## config.mk

```make
export PLATFORM = sky130hd
export DESIGN_NAME = sss_sequencer
export DESIGN_NICKNAME = d
export VERILOG_FILES = /design/src/sss_pkg.sv /design/src/sss_ctrl_block.sv /design/src/sss_sequencer.sv
export SDC_FILE = /design/constraint.sdc
export NUM_CORES = 1
export LEC_CHECK = 0
export ABC_AREA = 1
export BUFFER_PORTS_ARGS = -buffer_cell sky130_fd_sc_hd__buf_2
export CAP_MARGIN = 20
export CORE_MARGIN = 4
export CORE_UTILIZATION = 47
export DETAILED_ROUTE_END_ITERATION = 6
export GPL_TIMING_DRIVEN = 0
export PLACE_DENSITY_LB_ADDON = 0.2
export SLEW_MARGIN = 30
export SYNTH_ARGS = -nofsm -noshare
export SYNTH_HDL_FRONTEND = slang
export SYNTH_SLANG_ARGS = --single-unit
```

## constraint.sdc

```tcl
create_clock -name clk_sys -period 1.75 [get_ports clk_sys]
set_clock_uncertainty 0.15 [all_clocks]
set_input_delay 0.2625 -clock clk_sys [delete_from_list [all_inputs] [get_ports clk_sys]]
set_output_delay 0.2625 -clock clk_sys [all_outputs]
set_load 0.1 [all_outputs]
```

## src/sss_pkg.sv

```systemverilog
// package for the sleep state sequencer: codes, field layout, timing
package sss_pkg;
	// sleep-type code and state-package layout
	localparam int SLEEP_TYPE_W       = 3;
	localparam int PKG_BYTE_PRIMARY   = 0;
	localparam int PKG_BYTE_SECONDARY = 1;
	localparam int PKG_BYTE_RESERVED  = 2;
	localparam logic [2:0] SLEEP_TYPE_RESET = 3'h0;
	// system states handled here
	localparam logic [1:0] SYS_WORKING = 2'h0;
	localparam logic [1:0] SYS_LIGHT   = 2'h1;
	localparam logic [1:0] SYS_DEEP    = 2'h2;
	// power resource system-level references (one bit per resource)
	localparam logic [1:0] PREF_S0 = 2'h0;
	localparam logic [1:0] PREF_S1 = 2'h1;
	// device states
	localparam logic [1:0] DSTATE_OFF = 2'h3;
	// sequencing timing
	localparam int CLK_PERIOD_NS  = 4;
	localparam int SETTLE_NS      = 40;
	localparam int SETTLE_CYCLES  = (SETTLE_NS + CLK_PERIOD_NS - 1) / CLK_PERIOD_NS;
	localparam int SETTLE_W       = 8;
	// sequencer states, gray along entry and exit up to resume; the resume to work step flips all three bits
	typedef enum logic [2:0] {
		SSS_WORK     = 3'b000,
		SSS_ARMED    = 3'b001,
		SSS_POWERDN  = 3'b011,
		SSS_SLEEP    = 3'b010,
		SSS_POWERUP  = 3'b110,
		SSS_RESUME   = 3'b111
	} sss_state_t;
endpackage

```

## src/sss_ctrl_block.sv

```systemverilog
// one power control/status block: sleep-type field, enable strobe, wake flag
`timescale 1ns/1ns
`default_nettype none
module sss_ctrl_block #(
	parameter int TW = sss_pkg::SLEEP_TYPE_W
) (
	// clock and reset
	input  wire logic          clk_sys,
	input  wire logic          reset,
	// software control write
	input  wire logic          ctl_wr,
	input  wire logic [TW-1:0] ctl_sleep_type_field,
	input  wire logic          ctl_sleep_enable_bit,
	// software status write (write one to clear)
	input  wire logic          sts_wr,
	input  wire logic          sts_wake_clr,
	// hardware wake completion
	input  wire logic          wake_done,
	// outputs
	output logic [TW-1:0]      sleep_type_field_q,
	output logic               sleep_req,
	output logic               wake_status_flag_q
);
	// =====================================================
	// sleep-type field and sleep request
	always_ff @(posedge clk_sys) begin
		if (reset) begin
			sleep_type_field_q <= sss_pkg::SLEEP_TYPE_RESET;
		end else if (ctl_wr) begin
			sleep_type_field_q <= ctl_sleep_type_field;
		end
	end

	// sleep-enable reads as a strobe; type and enable land in one write
	assign sleep_req = ctl_wr && ctl_sleep_enable_bit;

	// =====================================================
	// wake status: hardware set wins over the software clear
	always_ff @(posedge clk_sys) begin
		if (reset) begin
			wake_status_flag_q <= 1'b0;
		end else if (wake_done) begin
			wake_status_flag_q <= 1'b1;
		end else if (sts_wr && sts_wake_clr) begin
			wake_status_flag_q <= 1'b0;
		end
	end

	wake_clear_a: assert property (@(posedge clk_sys) disable iff (reset)
		(sts_wr && sts_wake_clr && !wake_done) |=> !wake_status_flag_q)
		else $error("wake flag not cleared by write of one");
endmodule
`default_nettype wire

```

## src/sss_sequencer.sv

```systemverilog
// sleep state sequencer: working, light sleep and deep sleep handling
`timescale 1ns/1ns
`default_nettype none
// Summary of operation
// software state package: byte 0 primary code, byte 1 secondary, byte 2 reserved
// software writes primary sleep type before the secondary sleep type
// software clears the wake flag by writing one; hardware clears it then
// type and enable in one write start the hardware sleep sequence
// hardware sets the wake flag when back in working; software polls it
// software sets resume pointer before sleeping and clears it after waking
// light sleep keeps processor context so no cache flush is needed
// deep sleep may lose context so software writes back dirty lines first
// working: processors run with context, DRAM read/write, any device state
// light sleep: processors halted, context kept, DRAM preserved
// light sleep: resources referenced only by working are off
// waking from light sleep resumes execution where it stopped
// deep sleep: processors halted, context may drop, DRAM preserved
// deep sleep: resources referenced by working or light sleep are off
// waking from deep sleep starts processor at boot location
// in sleep a device keeps its state only if all its resources are on
// an enabled device able to signal wakes the system
// sleep entry only on software command; return to working is automatic
module sss_sequencer #(
	parameter int                 TW         = sss_pkg::SLEEP_TYPE_W,
	parameter int                 NRES       = 4,
	parameter int                 NDEV       = 4,
	parameter logic [TW-1:0]      LIGHT_CODE = 3'h1,
	parameter logic [TW-1:0]      DEEP_CODE  = 3'h2
) (
	// clock and reset
	input  wire logic                 clk_sys,
	input  wire logic                 reset,
	// primary power control and status writes
	input  wire logic                 primary_power_control_wr,
	input  wire logic [TW-1:0]        primary_sleep_type_field,
	input  wire logic                 primary_sleep_enable_bit,
	input  wire logic                 primary_power_status_wr,
	input  wire logic                 primary_wake_status_clr,
	// secondary power control and status writes
	input  wire logic                 secondary_power_control_wr,
	input  wire logic [TW-1:0]        secondary_sleep_type_field,
	input  wire logic                 secondary_sleep_enable_bit,
	input  wire logic                 secondary_power_status_wr,
	input  wire logic                 secondary_wake_status_clr,
	// power resources: reference level per resource, 0 working, 1 light sleep
	input  wire logic [NRES-1:0]      res_ref_light,
	// devices: resources each needs for its current state, and wake ability
	input  wire logic [NDEV*NRES-1:0] dev_res_need,
	input  wire logic [NDEV-1:0]      dev_wake_enable,
	input  wire logic [NDEV-1:0]      dev_wake_capable,
	input  wire logic [NDEV-1:0]      dev_wake_event,
	// status to software
	output logic                      primary_wake_status_flag,
	output logic                      secondary_wake_status_flag,
	output logic [TW-1:0]             primary_sleep_type_q,
	output logic [TW-1:0]             secondary_sleep_type_q,
	// processor and memory control
	output logic                      cpu_run_q,
	output logic                      cpu_ctx_keep_q,
	output logic                      cpu_boot_reset_q,
	output logic                      dram_self_refresh_q,
	// power resources and device status
	output logic [NRES-1:0]           res_on_q,
	output logic [NDEV-1:0]           dev_forced_off_q,
	output logic [1:0]                sys_state_q
);
	// =====================================================
	// control blocks
	logic prim_req;
	logic sec_req;
	logic wake_done;

	sss_ctrl_block #(.TW(TW)) u_prim (
		.clk_sys              (clk_sys),
		.reset                (reset),
		.ctl_wr               (primary_power_control_wr),
		.ctl_sleep_type_field (primary_sleep_type_field),
		.ctl_sleep_enable_bit (primary_sleep_enable_bit),
		.sts_wr               (primary_power_status_wr),
		.sts_wake_clr         (primary_wake_status_clr),
		.wake_done            (wake_done),
		.sleep_type_field_q   (primary_sleep_type_q),
		.sleep_req            (prim_req),
		.wake_status_flag_q   (primary_wake_status_flag)
	);

	sss_ctrl_block #(.TW(TW)) u_sec (
		.clk_sys              (clk_sys),
		.reset                (reset),
		.ctl_wr               (secondary_power_control_wr),
		.ctl_sleep_type_field (secondary_sleep_type_field),
		.ctl_sleep_enable_bit (secondary_sleep_enable_bit),
		.sts_wr               (secondary_power_status_wr),
		.sts_wake_clr         (secondary_wake_status_clr),
		.wake_done            (wake_done),
		.sleep_type_field_q   (secondary_sleep_type_q),
		.sleep_req            (sec_req),
		.wake_status_flag_q   (secondary_wake_status_flag)
	);

	// =====================================================
	// decoding
	function automatic logic [1:0] code_to_state(input logic [TW-1:0] c);
		if (c == LIGHT_CODE) begin
			code_to_state = sss_pkg::SYS_LIGHT;
		end else if (c == DEEP_CODE) begin
			code_to_state = sss_pkg::SYS_DEEP;
		end else begin
			code_to_state = sss_pkg::SYS_WORKING;
		end
	endfunction

	// resources a target state leaves on
	function automatic logic [NRES-1:0] keep_mask(input logic [1:0] st);
		if (st == sss_pkg::SYS_LIGHT) begin
			keep_mask = res_ref_light;
		end else if (st == sss_pkg::SYS_DEEP) begin
			keep_mask = '0;
		end else begin
			keep_mask = '1;
		end
	endfunction

	// =====================================================
	// wake detect
	logic [NDEV-1:0] dev_can_wake;
	logic            wake_any;

	genvar gd;
	generate
		for (gd = 0; gd < NDEV; gd++) begin : g_dev
			assign dev_can_wake[gd] = dev_wake_enable[gd] && dev_wake_capable[gd] &&
				!dev_forced_off_q[gd] && dev_wake_event[gd];
		end
	endgenerate

	assign wake_any = |dev_can_wake;

	// =====================================================
	// sequencer
	localparam int SETTLE_W_L = sss_pkg::SETTLE_W;
	localparam logic [SETTLE_W_L-1:0] SETTLE_LAST = SETTLE_W_L'(sss_pkg::SETTLE_CYCLES - 1);
	sss_pkg::sss_state_t      st_q;
	logic [1:0]               target_q;
	logic [SETTLE_W_L-1:0]    settle_q;

	always_ff @(posedge clk_sys) begin
		if (reset) begin
			st_q     <= sss_pkg::SSS_WORK;
			target_q <= sss_pkg::SYS_WORKING;
			settle_q <= '0;
		end else begin
			unique case (st_q)
				sss_pkg::SSS_WORK: begin
					settle_q <= '0;
					if (prim_req && code_to_state(primary_sleep_type_field) !=
						sss_pkg::SYS_WORKING) begin
						target_q <= code_to_state(primary_sleep_type_field);
						st_q     <= sss_pkg::SSS_ARMED;
					end
				end
				sss_pkg::SSS_ARMED: begin
					// secondary block completes the request; primary came first
					if (sec_req) begin
						st_q <= sss_pkg::SSS_POWERDN;
					end
				end
				sss_pkg::SSS_POWERDN: begin
					settle_q <= settle_q + 1'b1;
					if (settle_q == SETTLE_LAST) begin
						settle_q <= '0;
						st_q     <= sss_pkg::SSS_SLEEP;
					end
				end
				sss_pkg::SSS_SLEEP: begin
					if (wake_any) begin
						st_q <= sss_pkg::SSS_POWERUP;
					end
				end
				sss_pkg::SSS_POWERUP: begin
					settle_q <= settle_q + 1'b1;
					if (settle_q == SETTLE_LAST) begin
						settle_q <= '0;
						st_q     <= sss_pkg::SSS_RESUME;
					end
				end
				sss_pkg::SSS_RESUME: begin
					st_q     <= sss_pkg::SSS_WORK;
					target_q <= sss_pkg::SYS_WORKING;
				end
				default: begin
					st_q <= sss_pkg::SSS_WORK;
				end
			endcase
		end
	end

	assign wake_done = (st_q == sss_pkg::SSS_RESUME);

	// =====================================================
	// processor and DRAM control
	logic sleeping;
	assign sleeping = (st_q == sss_pkg::SSS_POWERDN) || (st_q == sss_pkg::SSS_SLEEP) ||
		(st_q == sss_pkg::SSS_POWERUP);

	always_ff @(posedge clk_sys) begin
		if (reset) begin
			cpu_run_q           <= 1'b1;
			cpu_ctx_keep_q      <= 1'b1;
			cpu_boot_reset_q    <= 1'b0;
			dram_self_refresh_q <= 1'b0;
		end else begin
			cpu_run_q           <= !sleeping;
			dram_self_refresh_q <= sleeping;
			cpu_ctx_keep_q      <= !(sleeping && target_q == sss_pkg::SYS_DEEP);
			// deep wake restarts at boot; light wake continues in place
			cpu_boot_reset_q    <= (st_q == sss_pkg::SSS_POWERUP) &&
				(target_q == sss_pkg::SYS_DEEP);
		end
	end

	// =====================================================
	// power resources and device states
	always_ff @(posedge clk_sys) begin
		if (reset) begin
			res_on_q <= '1;
		end else if (st_q == sss_pkg::SSS_POWERDN || st_q == sss_pkg::SSS_SLEEP) begin
			res_on_q <= keep_mask(target_q);
		end else begin
			res_on_q <= '1;
		end
	end

	genvar gk;
	generate
		for (gk = 0; gk < NDEV; gk++) begin : g_off
			always_ff @(posedge clk_sys) begin
				if (reset) begin
					dev_forced_off_q[gk] <= 1'b0;
				end else begin
					dev_forced_off_q[gk] <= sleeping &&
						((dev_res_need[gk*NRES +: NRES] & ~res_on_q) != '0);
				end
			end
		end
	endgenerate

	always_ff @(posedge clk_sys) begin
		if (reset) begin
			sys_state_q <= sss_pkg::SYS_WORKING;
		end else begin
			sys_state_q <= (st_q == sss_pkg::SSS_SLEEP) ? target_q : sss_pkg::SYS_WORKING;
		end
	end

	// =====================================================
	// checks
	no_self_sleep_a: assert property (@(posedge clk_sys) disable iff (reset)
		(st_q == sss_pkg::SSS_WORK && !prim_req) |=> st_q == sss_pkg::SSS_WORK)
		else $error("sleep entered without a software request");
	sleep_halts_cpu_a: assert property (@(posedge clk_sys) disable iff (reset)
		(st_q == sss_pkg::SSS_SLEEP) |-> (!cpu_run_q && dram_self_refresh_q))
		else $error("processor running or DRAM unprotected in sleep");
	light_keeps_ctx_a: assert property (@(posedge clk_sys) disable iff (reset)
		(st_q == sss_pkg::SSS_SLEEP && target_q == sss_pkg::SYS_LIGHT) |-> cpu_ctx_keep_q)
		else $error("context lost in light sleep");
	deep_resources_a: assert property (@(posedge clk_sys) disable iff (reset)
		(st_q == sss_pkg::SSS_SLEEP && $past(st_q) == sss_pkg::SSS_SLEEP &&
		target_q == sss_pkg::SYS_DEEP) |-> res_on_q == '0)
		else $error("resource left on in deep sleep");
	light_resources_a: assert property (@(posedge clk_sys) disable iff (reset)
		(st_q == sss_pkg::SSS_SLEEP && $past(st_q) == sss_pkg::SSS_SLEEP &&
		target_q == sss_pkg::SYS_LIGHT) |-> (res_on_q & ~res_ref_light) == '0)
		else $error("working-only resource on in light sleep");
	wake_returns_a: assert property (@(posedge clk_sys) disable iff (reset)
		(st_q == sss_pkg::SSS_SLEEP && wake_any) |-> ##[1:40] wake_done)
		else $error("wake event did not return to working");
	wake_flag_set_a: assert property (@(posedge clk_sys) disable iff (reset)
		wake_done |=> (primary_wake_status_flag && secondary_wake_status_flag))
		else $error("wake flag not set on return");
	deep_boot_a: assert property (@(posedge clk_sys) disable iff (reset)
		(st_q == sss_pkg::SSS_POWERUP && target_q == sss_pkg::SYS_DEEP) |=> cpu_boot_reset_q)
		else $error("deep wake did not restart at boot");
	working_run_a: assert property (@(posedge clk_sys) disable iff (reset)
		(st_q == sss_pkg::SSS_WORK && $past(st_q) == sss_pkg::SSS_WORK) |->
		(cpu_run_q && res_on_q == '1))
		else $error("working state without full power");
	dev_off_a: assert property (@(posedge clk_sys) disable iff (reset)
		(st_q == sss_pkg::SSS_WORK && $past(st_q) == sss_pkg::SSS_WORK) |->
		dev_forced_off_q == '0)
		else $error("device forced off while working");
endmodule
`default_nettype wire

```

======== Yosys cells after proc, flatten, opt, wreduce, memory -nomap -nowiden ========
Cells that the tools add are included.
word-level totals
  word-level logic and storage cells ...... 107
  flip-flop bits (word level) ............. 35
  input port bits ......................... 48
  output and inout port bits .............. 22
operators by class
  add/subtract/negate cells ............... 1
  bitwise logic cells ..................... 7
  equal/unequal tests ..................... 15
  reduce and logical (&&, ||, !) cells .... 47
  muxes and demuxes ....................... 20
operator list
  kind                 number
  $logic_and 1x1->1    23
  $and 4x4->4          4
  $pmux 8 s2           1
  $reduce_bool 4->1    4
  $mux 3               5
  $pmux 3 s5           1
  $mux 2               5
  $ne 2x2->1 const B   5
  $reduce_bool 2->1    5
  $eq 3x2->1 const B   3
  $add 8x1->8 const B  1
  $eq 8x4->1 const B   1
  $mux 4               2
  $mux 8               1
  $eq 3x1->1 const B   2
  $eq 3x3->1 const B   2
  $logic_not 1->1      6
  $reduce_or 2->1      3
  $reduce_and 5->1     1
  $mux 1               4
  $not 4->4            1
  $pmux 2 s2           1
  $reduce_or 4->1      1
  $logic_not 3->1      1
  5 further kinds      7

======== Longest topological paths before layout ========
Gate-level depths: netlist (run 1).
  word-level depth ........................ 9
  mapped depth ............................ 10

======== Hierarchy ========
A second synthesis (run 1) with hierarchy kept.
second synthesis, totals
  cells, all modules ...................... 243
  area, all modules ....................... 1,670.4 um^2
modules (own cells, without submodules)
  module          cells each  sequential area each (um^2)  times used  area an instance (um^2)
  sss_sequencer   203         540.5                        1           1,380.1
  sss_ctrl_block  20          80.1                         2           145.1

======== Least setup slack after synthesis (run 1) ========
No wires, ideal clock.
  path type ............................... register to register
  start point ............................. register dev_forced_off_q[2]
  end point ............................... register st_q[2]
  data arrival time ....................... 1,558 ps
  path buffers ............................ 0
  path slack .............................. -71 ps
  required time ........................... 1,487 ps
  cell stages (with the launch flop) ...... 10
  cells stage by stage .................... dfxtp_1 > inv_1 > nand2_1 > nor2_1 > nor2_1 > nand3_2 > nand2_2 > nor2_2 > nor2_1 > nor2_1
between the ends
  longest elaborated chain between the ends .. 6
RTL lines
  what                              line                  text
  start: declaration                sss_sequencer.sv:64   output logic [NDEV-1:0] dev_forced_off_q,
  start signal: indexed assignment  sss_sequencer.sv:241  dev_forced_off_q[gk] <= sleeping &&
  $logic_not 1->1                   sss_sequencer.sv:133  !dev_forced_off_q[gd] && dev_wake_event[gd];
  $logic_and 1x1->1                 sss_sequencer.sv:132  assign dev_can_wake[gd] = dev_wake_enable[gd] && dev_wake_capable[gd] &&
  $logic_and 1x1->1                 sss_sequencer.sv:133
  $reduce_or 4->1                   sss_sequencer.sv:137  assign wake_any = |dev_can_wake;
  $ne 2x2->1 (no line)              -
  $reduce_and 5->1 (no line)        -
  end signal: assignment            sss_sequencer.sv:149  st_q <= sss_pkg::SSS_WORK;
  end signal: assignment            sss_sequencer.sv:159  st_q <= sss_pkg::SSS_ARMED;
  end signal: assignment            sss_sequencer.sv:165  st_q <= sss_pkg::SSS_POWERDN;
  end: declaration                  sss_sequencer.sv:143  sss_pkg::sss_state_t st_q;
No other way between the ends.
A chain may end at the register's enable or synchronous reset.

======== Worst setup path after layout (run 1) ========
  start point ............................. register res_on_q[0]
  end point ............................... output port res_on_q[0]
RTL lines
  what                      line                  text
  start: declaration        sss_sequencer.sv:63   output logic [NRES-1:0] res_on_q,
  start signal: assignment  sss_sequencer.sv:228  res_on_q <= keep_mask(target_q);
No word-level cell between the ends.

==> impl_results.md, run 1 <==
- Post-layout nets: 370
- Reg2reg path depth: 8
- Critical path class: reg -> out
- H-tree levels: 2
- Peak VDD IR: 0.000673 V
- Combinational share of power: ~45%
- Slowest CP cell: buf_2
- Clock power share: 17.4%
- CP Data Required Time: approximately 1.3 ns
- Top post-synthesis cells by count: 43 x nand2_1, 37 x inv_1, 35 x dfxtp_1, 33 x nor2_1, 11 x a21oi_1
- Fin. Hold Viols: 0
- Initial antenna violation count: 0
- Final slew viol count: 0
- Syn Area/Cell: roughly 7.3 um2
- Synthesized instance count: ~240
- DIE AREA: approximately 4700 um2
- Core Region: ~3400 um2
- Min cycle time layout: between 1.5 and 2 ns
- Most frequent cell after synthesis: nand2_1
- Worst setup SP type: register
- Port Buffers: slightly below 70
- Clock transition at path regs: roughly 0.10 ns
- Cell area after synthesis: 1710 um2
- Max FO, Critical Path: 5
- CP Capture Type: output port
- Die height: just under 70 um
- CTS tree: built
- Global Route met2 Usage: just over 30%
- Fin area: roughly 2300 um2
- FF+latch area: about 700 um2
- Met1 Usage GRT: a little under a quarter
- Leakage Power: roughly 1.1 nW
- GR met3 Demand/Resource: about 4%
- Synth unique cells: 32
- Die X: between 60 and 70 um
- Asr flop ratio synth: 0%
- Post-DRT Antenna Nets: 0
- Starting density of the core: 50.0%
- Inserted Clock Buffers: 5
- # DRC: 0
- Worst-Margin Slew: 0.535 ns
- Post-DR wirelength/cell: between 10 and 15 um
- Switching share of total power: 43.1%
- Fmax: around 620 MHz
- Worst skew pair latency: around 0.34 ns
- Synthesis-stage register bit count: 35
- Sw power: about 0.0010 W
- Hold Path Class: in -> reg
- Status: completed
- Placed instance area: 2120 um2
- Yosys warning total: 0
- Reg2Reg Setup Slack: roughly 0.2 ns
- Utilization after layout: 66.0%
- Largest cells by area after synthesis: dfxtp_1 41%, nand2_1 9.5%, inv_1 8.1%
- Global-route wire length before repair: ~6500 um
- Layout cells sized above 1: between 30% and 40%
- Mapped Nets: approximately 290
- Top delay family on crit path: buffers and inverters
- DRT iter0 DRCs: 70
- Max-cap viol count: 0
- Post-place setup slack: between 0.2 and 0.25 ns
- Area occupied by multi-input gates: ~820 um2
- IO Pins: 70
- CP Buf/Inv Count: 1
- Cts repair resizes: 0
- Power Internal: approximately 0.0014 W
- Detailed-placement wirelength estimate: 3120 um
- Register area share after synthesis: between 40% and 50%
- Seq pwr share: 37.8%
- Routed vias/inst: ~4.7
- Largest net degree at the start of global routing: 11
- CP cell instances: buf_2
- Number of synthesized flops with an enable pin: 0
- Fill count: 330
- N_diodes: 0
- Setup ws final: between 0.1 and 0.15 ns
- Synth top area share: between 40 and 50%
- Vias in the first global route: approximately 1500
- Hold Crit Start: dev_res_need[15]
- First-pass iteration count of the detailed router: 4
- Clk buf depth: 2
- Total clock sinks: 35
- Synth Flop Type: dfxtp_1
- R2r endpoint: st_q[1]
- Crit path DAT: about 1.2 ns
- Hold-critical path depth: 3
- Cell area power density: ~1100 nW/um2
- # setup viols final: 0
- Worst stage delay on the critical path: approximately 0.45 ns
- Via count: between 1500 and 2000
- Grt ovf: 0
- Hold Crit Endpoint: dev_forced_off_q[3]
- Grt peak-use layer: met2
- Relative slew margins: between 60% and 70%
- P&R area growth vs syn: 32.1%
- Yosys top cell by area: dfxtp_1
- Worst r2r src: settle_q[0]
- Sum of negative setup slack: 0 ns
- Routability cong.: 0.879
- Tot GR Track Use: a little under a fifth
- Final worst-path cycle share: between 90% and 100%
- Root Driver: clkbuf_4
- RSZ-0062 raised after global routing: false
- Final WL: roughly 4000 um
- Rows: 21
==> cells in the final DEF (no fill, tap or decap), drive strengths merged <==
master,synthesis,layout
and3,2,2
clkbuf,2,9
o21a,1,1
buf,2,71
o21ai,17,17
nor3,3,3
a31oi,1,1
o22ai,5,5
inv,44,44
dfxtp,35,35
nor2,35,35
dlygate4sd3,0,9
a211oi,2,2
clkinv,0,1
nor3b,1,1
a221oi,4,4
ha,2,2
nand4,3,3
nand2,48,48
a21oi,14,14
nand3,14,14
==> stage by stage <==
stage | power [W] | hold slack [ns] | cells
2_1_floorplan | 0.00179 | 0.203 | 235
3_3_place_gp | 0.00199 | 0.296 | 350
3_5_place_dp | 0.00200 | 0.301 | 350
4_1_cts | 0.00244 | 0.00479 | 367
5_1_grt | 0.00259 | 0.0248 | 367
6_report | 0.00242 | 0.0211 | 367
==> what timing repair did <==
| action | in CTS | in global routing |
|---|---|---|
| hold endpoints to repair | 10 | 0 |
| hold buffers | 9 | 0 |
| setup buffers | 0 | 0 |
==> power by group through the flow <==
stage                     Sequential [W]  Clock [W]  Combinational [W]
after floorplan                  0.00107          0           0.000718
final                           0.000916   0.000422            0.00108
after CTS                       0.000916   0.000435            0.00108
after global placement          0.000933          0            0.00106
after global routing            0.000931   0.000468            0.00119
after detailed placement        0.000934          0            0.00107
==> cells by family (layout without fill, tap and decap cells) <==
family	after synthesis	count (layout)	share of synthesized area, %
AOI/OAI and AO/OA	44	44	16.7
adders and majority gates	2	2	1.46
buffers and inverters	48	134	10.9
DFF	35	35	41.0
and+or+nand+nor	106	106	29.9
==> metal layers <==
layer / share of wire [%] / vias to the layer above
met3: 4.8 / 4
met4: 1.0 / 0
met5: 0 / -
met2: 51 / 34
li1: - / 918
met1: 44 / 754
==> how the worst max path moves through the flow <==
| stage | from | endpoint | cells past startpoint |
|---|---|---|---|
| 2_1_floorplan | res_on_q[3] | dev_forced_off_q[0] | 3 |
| 3_3_place_gp | settle_q[0] | st_q[1] | 8 |
| 3_5_place_dp | settle_q[0] | st_q[1] | 8 |
| 4_1_cts | res_on_q[0] | res_on_q[0] | 1 |
| 5_1_grt | reset | u_prim.sleep_type_field_q[0] | 6 |
| 6_report | res_on_q[0] | res_on_q[0] | 1 |
==> sequential cells by signal, indices dropped and copies added (netlist names) <==
name / count
u_sec.wake_status_flag_q: 1
dram_self_refresh_q: 1
st_q: 3
u_sec.sleep_type_field_q: 3
res_on_q: 4
dev_forced_off_q: 4
cpu_boot_reset_q: 1
cpu_ctx_keep_q: 1
u_prim.sleep_type_field_q: 3
settle_q: 8
target_q: 2
sys_state_q: 2
cpu_run_q: 1
u_prim.wake_status_flag_q: 1
==> cell type report <==
class                      instances  share of cell area, %
multi-input combinational        152                   36.4
sequential                        35                   31.3
timing repair buffer              78                   19.3
inverter                          44                   7.43
tap                               46                   2.55
clock buffer                       7                   2.00
buffer                             4                  0.832
clock inverter                     1                  0.222
No activity file was read; power rests on OpenSTA's default activity.
==> inputs of run 2 (changes only) <==
--- a/config.mk
+++ b/config.mk
@@ -5,11 +5,11 @@
 export SDC_FILE = /design/constraint.sdc
 export NUM_CORES = 1
 export LEC_CHECK = 0
-export ABC_AREA = 1
+export ABC_AREA = 0
 export BUFFER_PORTS_ARGS = -buffer_cell sky130_fd_sc_hd__buf_2
 export CAP_MARGIN = 20
 export CORE_MARGIN = 4
-export CORE_UTILIZATION = 47
+export CORE_UTILIZATION = 46
 export DETAILED_ROUTE_END_ITERATION = 6
 export GPL_TIMING_DRIVEN = 0
 export PLACE_DENSITY_LB_ADDON = 0.2
==> run 2 against run 1 <==
Effect of this change:
- largest power group is now registers
- die area decreased by 6.5%
- sequential share of layout area increased by 1.5 points
- critical path type is now reg -> reg
- routed wire length decreased by 2.3%
- final cell count decreased by 17%
- critical endpoint is now st_q[0]
- the flow now finishes with violations (negative setup slack)
- highest routed layer unchanged
==> impl_results.md, run 2 <==
- Asr flop ratio synth: 0% (unchanged)
- Cell area after synthesis: 1550 um2 (-9.3%)
- DRT iter0 DRCs: 50 (-29%)
- Crit path DAT: 2.23 ns (+1.03 ns)
- Switching share of total power: 28.2% (-15 points)
- Post-Synth XOR/XNOR Area: 1.70% (+1.7 points)
- Synth unique cells: 32 (unchanged)
- Most frequent cell after synthesis: dfxtp_1
- Vias in the first global route: 1380 (-9.4%)
- Total clock sinks: 35 (unchanged)
- Post-DR wirelength/cell: 12.9 um (+18%)
- Die height: 66.0 um (-3.3%)
- Global Route met2 Usage: 30.4% (-0.27 points)
- # setup viols final: 12 (+12)
- DIE AREA: 4360 um2 (-6.5%)
- Worst setup SP type: register
- Global-route wire length before repair: 6170 um (-5.7%)
- Post-DRT Antenna Nets: 0 (unchanged)
- Largest net degree at the start of global routing: 12 (+1)
- Final worst-path cycle share: 123% (+31 points)
- Largest regs: settle_q x8, dev_forced_off_q x4, res_on_q x4
- Largest family of logic cells by synthesized area: simple AND/OR/NAND/NOR gates
- Number of synthesized flops with an enable pin: 0 (unchanged)
- CP cell instances: or4b_4 -> o311a_4 -> a311o_1 -> mux2_4
- Min cycle time layout: 2.15 ns (+0.544 ns)
- FF+latch area: 706 um2 (unchanged)
- Leakage Power: 1.02 nW (-9.1%)
- Fin. Hold Viols: 0 (unchanged)
- # DRC: 0 (unchanged)
- Area occupied by multi-input gates: 856 um2 (+4.3%)
- H-tree levels: 2 (unchanged)
- Rows: 20 (-4.8%)
- Seq pwr share: 56.5% (+19 points)
- Tot GR Track Use: 18.2% (-0.76 points)
- CP Buf/Inv Count: 0 (-1)
- Hold Path Class: in -> reg
- Synth Flop Type: dfxtp_1
- Routed vias/inst: 5.23 (+12%)
- Inserted Clock Buffers: 5 (unchanged)
- Peak VDD IR: 0.000607 V (-9.8%)
- Cell area power density: 666 nW/um2 (-38%)
- P&R area growth vs syn: 39.2%
- Status: finished with violations
- Top post-synthesis cells by count: 35 x dfxtp_1, 24 x nor2_1, 14 x inv_1, 11 x nand2_1
- Post-layout nets: 308 (-17%)
- Root Driver: clkbuf_4
- Syn Area/Cell: 8.80 um2 (+21%)
- Fmax: 465 MHz (-25%)
- Setup ws final: -0.402 ns (-0.544 ns)
- Critical path class: reg -> reg
- First-pass iteration count of the detailed router: 7 (+3)
- N_diodes: 0 (unchanged)
- Mux cell area share after synthesis: 6.14% (+6.1 points)
- Grt peak-use layer: met2
- Max-cap viol count: 0 (unchanged)
- Max FO, Critical Path: 7 (+2)
- Synthesis-stage register bit count: 35 (unchanged)
- Port Buffers: 69 (unchanged)
- Violated checks: negative setup slack
- IO Pins: 70 (unchanged)
- Clk buf depth: 2 (unchanged)
- Fill count: 268 (-19%)
- Final WL: 3920 um (-2.3%)
- Mapped Nets: 226 (-21%)
- Utilization after layout: 68.9% (+2.9 points)
- Synth top area share: 45.2% (+4.2 points)
- Starting density of the core: 49.5% (-0.48 points)
- Initial antenna violation count: 0 (unchanged)
- Reg with most FFs: settle_q
- CTS tree: built
- Core Region: 3130 um2 (-8.4%)
- Die X: 66.0 um (-3.3%)
- CP Capture Type: register
- Synthesized instance count: 176 (-25%)
- Worst skew pair latency: 0.34 ns (about the same)
- Yosys top cell by area: dfxtp_1
- CP Data Required Time: 1.83 ns (+0.49 ns)
- Register area share after synthesis: 45.2% (+4.2 points)
- Max reg flops: 8 (unchanged)
- Layout cells sized above 1: 40.2% (+6.8 points)
- Simple-Gate Fraction of Synth Area: 22.2% (-7.7 points)
- Commonest cells after routing, fill and taps aside: 70 x buf_2, 33 x dfxtp_1, 24 x nor2_1, 13 x inv_1, 11 x nand2_1
- Clock power share: 29.6% (+12 points)
- GR met3 Demand/Resource: 7.14% (+3.0 points)
- Routability cong.: 0.826 (-6.0%)
- Combinational share of power: 13.9% (-31 points)
- Relative slew margins: 63.9% (-0.41 points)
- Clock transition at path regs: 0.11 ns (about the same)
- Top delay family on crit path: compound AO/OA/AOI/OAI gates
- Largest cells by area after synthesis: dfxtp_1 45%, nor2_1 5.8%, mux2i_1 5.2%
- Worst-Margin Slew: 0.541 ns (+0.00614 ns)
- Detailed-placement wirelength estimate: 2810 um (-10%)
- Power Internal: 0.00103 W (-25%)
- RSZ-0062 raised after global routing: true
- Grt ovf: 0 (unchanged)
- Slowest CP cell: or4b_4
- Sum of negative setup slack: -3.18 ns (-3.18 ns)
- Synth Area in Compound Gates: 17.9% (+1.2 points)
- Worst stage delay on the critical path: 0.55 ns (+0.10 ns)
- Yosys warning total: 0 (unchanged)
- Commonest non-fill, non-tap cell in the layout: buf_2
- Met1 Usage GRT: 21.9% (-1.0 points)
- Post-place setup slack: -0.506 ns (-0.717 ns)
- Final slew viol count: 0 (unchanged)
- Via count: 1585 (-7.3%)
- Sw power: 0.000405 W (-61%)
- Fin Hold WS: 0.0116 ns (-0.00953 ns)
- Synth Area in Adders: 1.62% (+0.15 points)
run 2: what timing repair did:
item                       CTS  global route
setup endpoints to repair   12            12
buffers inserted             5             0
hold buffers                 0             1
gates resized for setup     14             5
pin swaps                    4             3
cloned                       1             0
hold endpoints to repair     0             1
run 2: layout make-up:
cell class / count / area share, %
Multi-Input combinational cell: 120 / 39.7
Buffer: 5 / 1.39
Clock buffer: 5 / 1.74
Tap cell: 44 / 2.55
Inverter: 15 / 2.61
Timing Repair Buffer: 76 / 18.6
Clock inverter: 3 / 0.696
Sequential cell: 35 / 32.7
run 2: kinds of logic (layout without fill, tap and decap cells):
logic type / after synthesis / in the layout
multiplexers: 9 / 9
buffers and inverters: 21 / 104
AO/OA/AOI/OAI: 40 / 40
flip-flops: 35 / 35
AND/OR/NAND/NOR: 66 / 66
XOR/XNOR: 3 / 3
adder cells (fa/ha/maj): 2 / 2
run 2: metal layers:
metal	vias up	part of all wire, %
met1	705	43
met3	5	11
met2	83	45
met5	-	0
met4	0	0.97
li1	792	-
run 2: power by group through the flow:
stage / Combinational (W) / Sequential [W] / Clock [W]
4_1_cts: 0.000195 / 0.000811 / 0.000432
6_report: 0.000200 / 0.000812 / 0.000425
3_5_place_dp: 0.000188 / 0.000830 / 0
3_3_place_gp: 0.000185 / 0.000830 / 0
2_1_floorplan: 0.0000513 / 0.000889 / 0
5_1_grt: 0.000216 / 0.000813 / 0.000467
run 2: per-stage QoR:
| step | cells | cell area, um2 | total power [W] |
|---|---|---|---|
| after CTS | 302 | 2120 | 0.00144 |
| final | 303 | 2160 | 0.00144 |
| after detailed placement | 289 | 1960 | 0.00102 |
| after global placement | 289 | 1960 | 0.00102 |
| after global routing | 303 | 2160 | 0.00150 |
| after floorplan | 176 | 1560 | 0.000941 |
run 2: worst paths after layout:
| kind | start | endpoint | cells after the start | slack [ns] |
|---|---|---|---|---|
| setup reg to reg | settle_q[5] | st_q[0] | 4 | -0.40 |
| hold reg to reg | u_sec.wake_status_flag_q | u_sec.wake_status_flag_q | 2 | 0.35 |
| setup / recovery | settle_q[5] | st_q[0] | 4 | -0.40 |
| hold / removal | secondary_sleep_type_field[1] | u_sec.sleep_type_field_q[1] | 3 | 0.01 |
run 2: worst register-to-register path, delay by kind of cell (launching register included):
family,cells,cell delay [ns]
AOI/OAI and AO/OA,2,0.64
DFF,1,0.40
muxes,1,0.31
and+or+nand+nor,1,0.55
==> inputs of run 3 (changes only) <==
--- a/config.mk
+++ b/config.mk
@@ -5,11 +5,10 @@
 export SDC_FILE = /design/constraint.sdc
 export NUM_CORES = 1
 export LEC_CHECK = 0
-export ABC_AREA = 0
+export ABC_AREA = 1
 export BUFFER_PORTS_ARGS = -buffer_cell sky130_fd_sc_hd__buf_2
 export CAP_MARGIN = 20
-export CORE_MARGIN = 4
-export CORE_UTILIZATION = 46
+export CORE_UTILIZATION = 47
 export DETAILED_ROUTE_END_ITERATION = 6
 export GPL_TIMING_DRIVEN = 0
 export PLACE_DENSITY_LB_ADDON = 0.2
==> run 3 against run 2 <==
Effect of this change:
- clock-buffer cell count rose by 2
- fmax rose by 33%
- non-clock buffer count fell by 3
- critical path depth rose by 5
- cell area rose by 3.9%
- largest power group is now combinational cells
- register-to-register slack improved by 0.53 ns
- utilization fell by 3.4 points
- the run now ends clean
- sequential cell count did not move
==> impl_results.md, run 3 (synthesis results as in run 1) <==
- DRT iter0 DRCs: 52 (+4.0%)
- Critical path class: reg -> reg
- Initial antenna violation count: 0 (unchanged)
- IO Pins: 70 (unchanged)
- Worst stage delay on the critical path: 0.34 ns (-0.21 ns)
- Fmax: 618 MHz (+33%)
- Die X: 62.3 um (-5.7%)
- Slowest CP cell: dfxtp_1
- Largest regs: settle_q x8, dev_forced_off_q x4, res_on_q x4
- Detailed-placement wirelength estimate: 2810 um (about the same)
- Reg with most FFs: settle_q
- Root Driver: clkbuf_4
- RSZ-0062 raised after global routing: false
- Routability cong.: 0.812 (-1.7%)
- Worst setup SP type: register
- Core Region: 3420 um2 (+9.2%)
- P&R area growth vs syn: 31.1%
- CTS tree: built
- Global-route wire length before repair: 6470 um (+4.8%)
- Sum of negative setup slack: 0 ns (+3.18 ns)
- Pwr Total: 0.00250 W (+74%)
- Hold Path Class: in -> reg
- R2r endpoint: st_q[1]
- Rows: 21 (+5.0%)
- Worst-Margin Slew: 0.536 ns (-0.00485 ns)
- CP Data Required Time: 1.84 ns (about the same)
- Largest net degree at the start of global routing: 12 (unchanged)
- Starting density of the core: 50.0% (+0.48 points)
- Clk buf depth: 2 (unchanged)
- DIE AREA: 3880 um2 (-11%)
- Worst skew pair latency: 0.33 ns (about the same)
- Clock transition at path regs: 0.10 ns (about the same)
- Cell area power density: 1110 nW/um2 (+67%)
- Via count: 1716 (+8.3%)
- Max FO, Critical Path: 3 (-4)
- Commonest cells after routing, fill and taps aside: 69 x buf_2, 43 x nand2_1, 37 x inv_1, 33 x nor2_1, 30 x dfxtp_1
- Inserted Clock Buffers: 5 (unchanged)
- Most used cell, CP: inv_1
- Final WL: 3660 um (-6.6%)
- Crit path from: settle_q[1]
- H-tree levels: 2 (unchanged)
- Fill count: 327 (+22%)
- Final slew viol count: 0 (unchanged)
- Fin. Hold Viols: 0 (unchanged)
- Relative slew margins: 64.2% (+0.32 points)
- # DRC: 0 (unchanged)
- Post-DRT Antenna Nets: 0 (unchanged)
- Min cycle time layout: 1.62 ns (-0.533 ns)
- Peak VDD IR: 0.000837 V (+38%)
- Vias in the first global route: 1584 (+15%)
- N_diodes: 0 (unchanged)
- Post-DR wirelength/cell: 10.1 um (-22%)
- Grt ovf: 0 (unchanged)
- Total clock sinks: 35 (unchanged)
- Status: completed
- Hold Crit Start: res_ref_light[3]
- Max-cap viol count: 0 (unchanged)
- Commonest non-fill, non-tap cell in the layout: buf_2
- Die height: 62.3 um (-5.7%)
- Crit path DAT: 1.71 ns (-0.52 ns)
- Hold Crit Endpoint: res_on_q[3]
- First-pass iteration count of the detailed router: 4 (-3)
- CP Capture Type: register
- Post-layout nets: 366 (+19%)
- Reg2Reg Setup Slack: 0.13 ns (+0.53 ns)
- # setup viols final: 0 (-12)
- Port Buffers: 69 (unchanged)
- CP cell instances: inv_1 -> ha_1 -> inv_1 -> nor2_1 -> nand2_2 -> a21oi_2 -> nand3_1 -> o21ai_1 -> inv_1
- Hold-critical path depth: 3 (unchanged)
- Routed vias/inst: 4.73 (-9.6%)
- Leakage Power: 1.11 nW (+9.3%)
- Reg2reg path depth: 9 (+5)
- Max reg flops: 8 (unchanged)
- Final worst-path cycle share: 92.5% (-30 points)
- Worst r2r src: settle_q[1]
- Layout cells sized above 1: 34.7% (-5.5 points)
- Tot GR Track Use: 20.7% (+2.5 points)
==> run 3: cell count changes in the layout (fill, tap and decap cells not counted), moves of 5 or more <==
cell      before  now
nand2_1       11   43
inv_1         13   37
nor2_1        24   33
mux2i_1        8    0
nand2b_1       6    0
a21oi_1        6   11
nand3_1        4    9
o21ai_0        4    9
==> run 3: through the flow <==
stage          instances  setup slack [ns]  hold slack [ns]  util [%]  cell area (um2)
3_5_place_dp         350             0.207            0.300      61.9             2120
5_1_grt              363           0.00531          0.00135      65.6             2240
4_1_cts              361            0.0908          0.00133      64.9             2220
3_3_place_gp         350             0.220            0.296      61.9             2120
2_1_floorplan        235            0.0122            0.203         -             1710
6_report             363             0.131          0.00220      65.6             2240
==> run 3: layer usage <==
layer	track usage, %	vias to the layer above	share of wire [%]
met5	0	-	0
met4	10.5	0	1.6
met3	4.41	6	3.3
met2	33.8	29	49
met1	25.7	768	46
li1	-	913	-
==> run 3: final cells by class <==
cell class | instances | area (um2) | share of cell area [%]
Buffer | 4 | 18.8 | 0.838
Clock buffer | 7 | 65.1 | 2.91
Clock inverter | 1 | 7.51 | 0.335
Inverter | 44 | 168 | 7.49
Multi-Input combinational cell | 152 | 821 | 36.6
Sequential cell | 35 | 707 | 31.6
Tap cell | 46 | 57.6 | 2.57
Timing Repair Buffer | 74 | 395 | 17.7
==> run 3: worst max-delay path by stage <==
| stage | endpoint | slack (ns) | cells past startpoint |
|---|---|---|---|
| final | st_q[1] | 0.13 | 9 |
| after global routing | st_q[1] | 0.005 | 9 |
| after CTS | st_q[1] | 0.09 | 8 |
| after detailed placement | st_q[1] | 0.21 | 8 |
| after global placement | st_q[1] | 0.22 | 8 |
| after floorplan | dev_forced_off_q[0] | 0.01 | 3 |
==> run 3: critical path, delay by kind of cell (launching register included) <==
| kind | cells | cell delay (ns) |
|---|---|---|
| DFF | 1 | 0.34 |
| buffers and inverters | 3 | 0.18 |
| adders and majority gates | 1 | 0.15 |
| AOI/OAI and AO/OA | 2 | 0.33 |
| and+or+nand+nor | 3 | 0.38 |
==> run 3: repair_timing <==
action | 4_1_cts | 5_1_grt
endpoints found under the setup margin | 0 | 1
setup buffers | 0 | 0
resized for setup | 0 | 1
hold buffers | 3 | 2
endpoints found under the hold margin | 3 | 2
==> run 3: report_power, final <==
group	internal, W	leakage, nW	switching [W]
Sequential	0.000861	0.286	0.0000577
Combinational	0.000358	0.788	0.000721
Clock	0.000235	0.0375	0.000266
Total	0.00145	1.11	0.00104
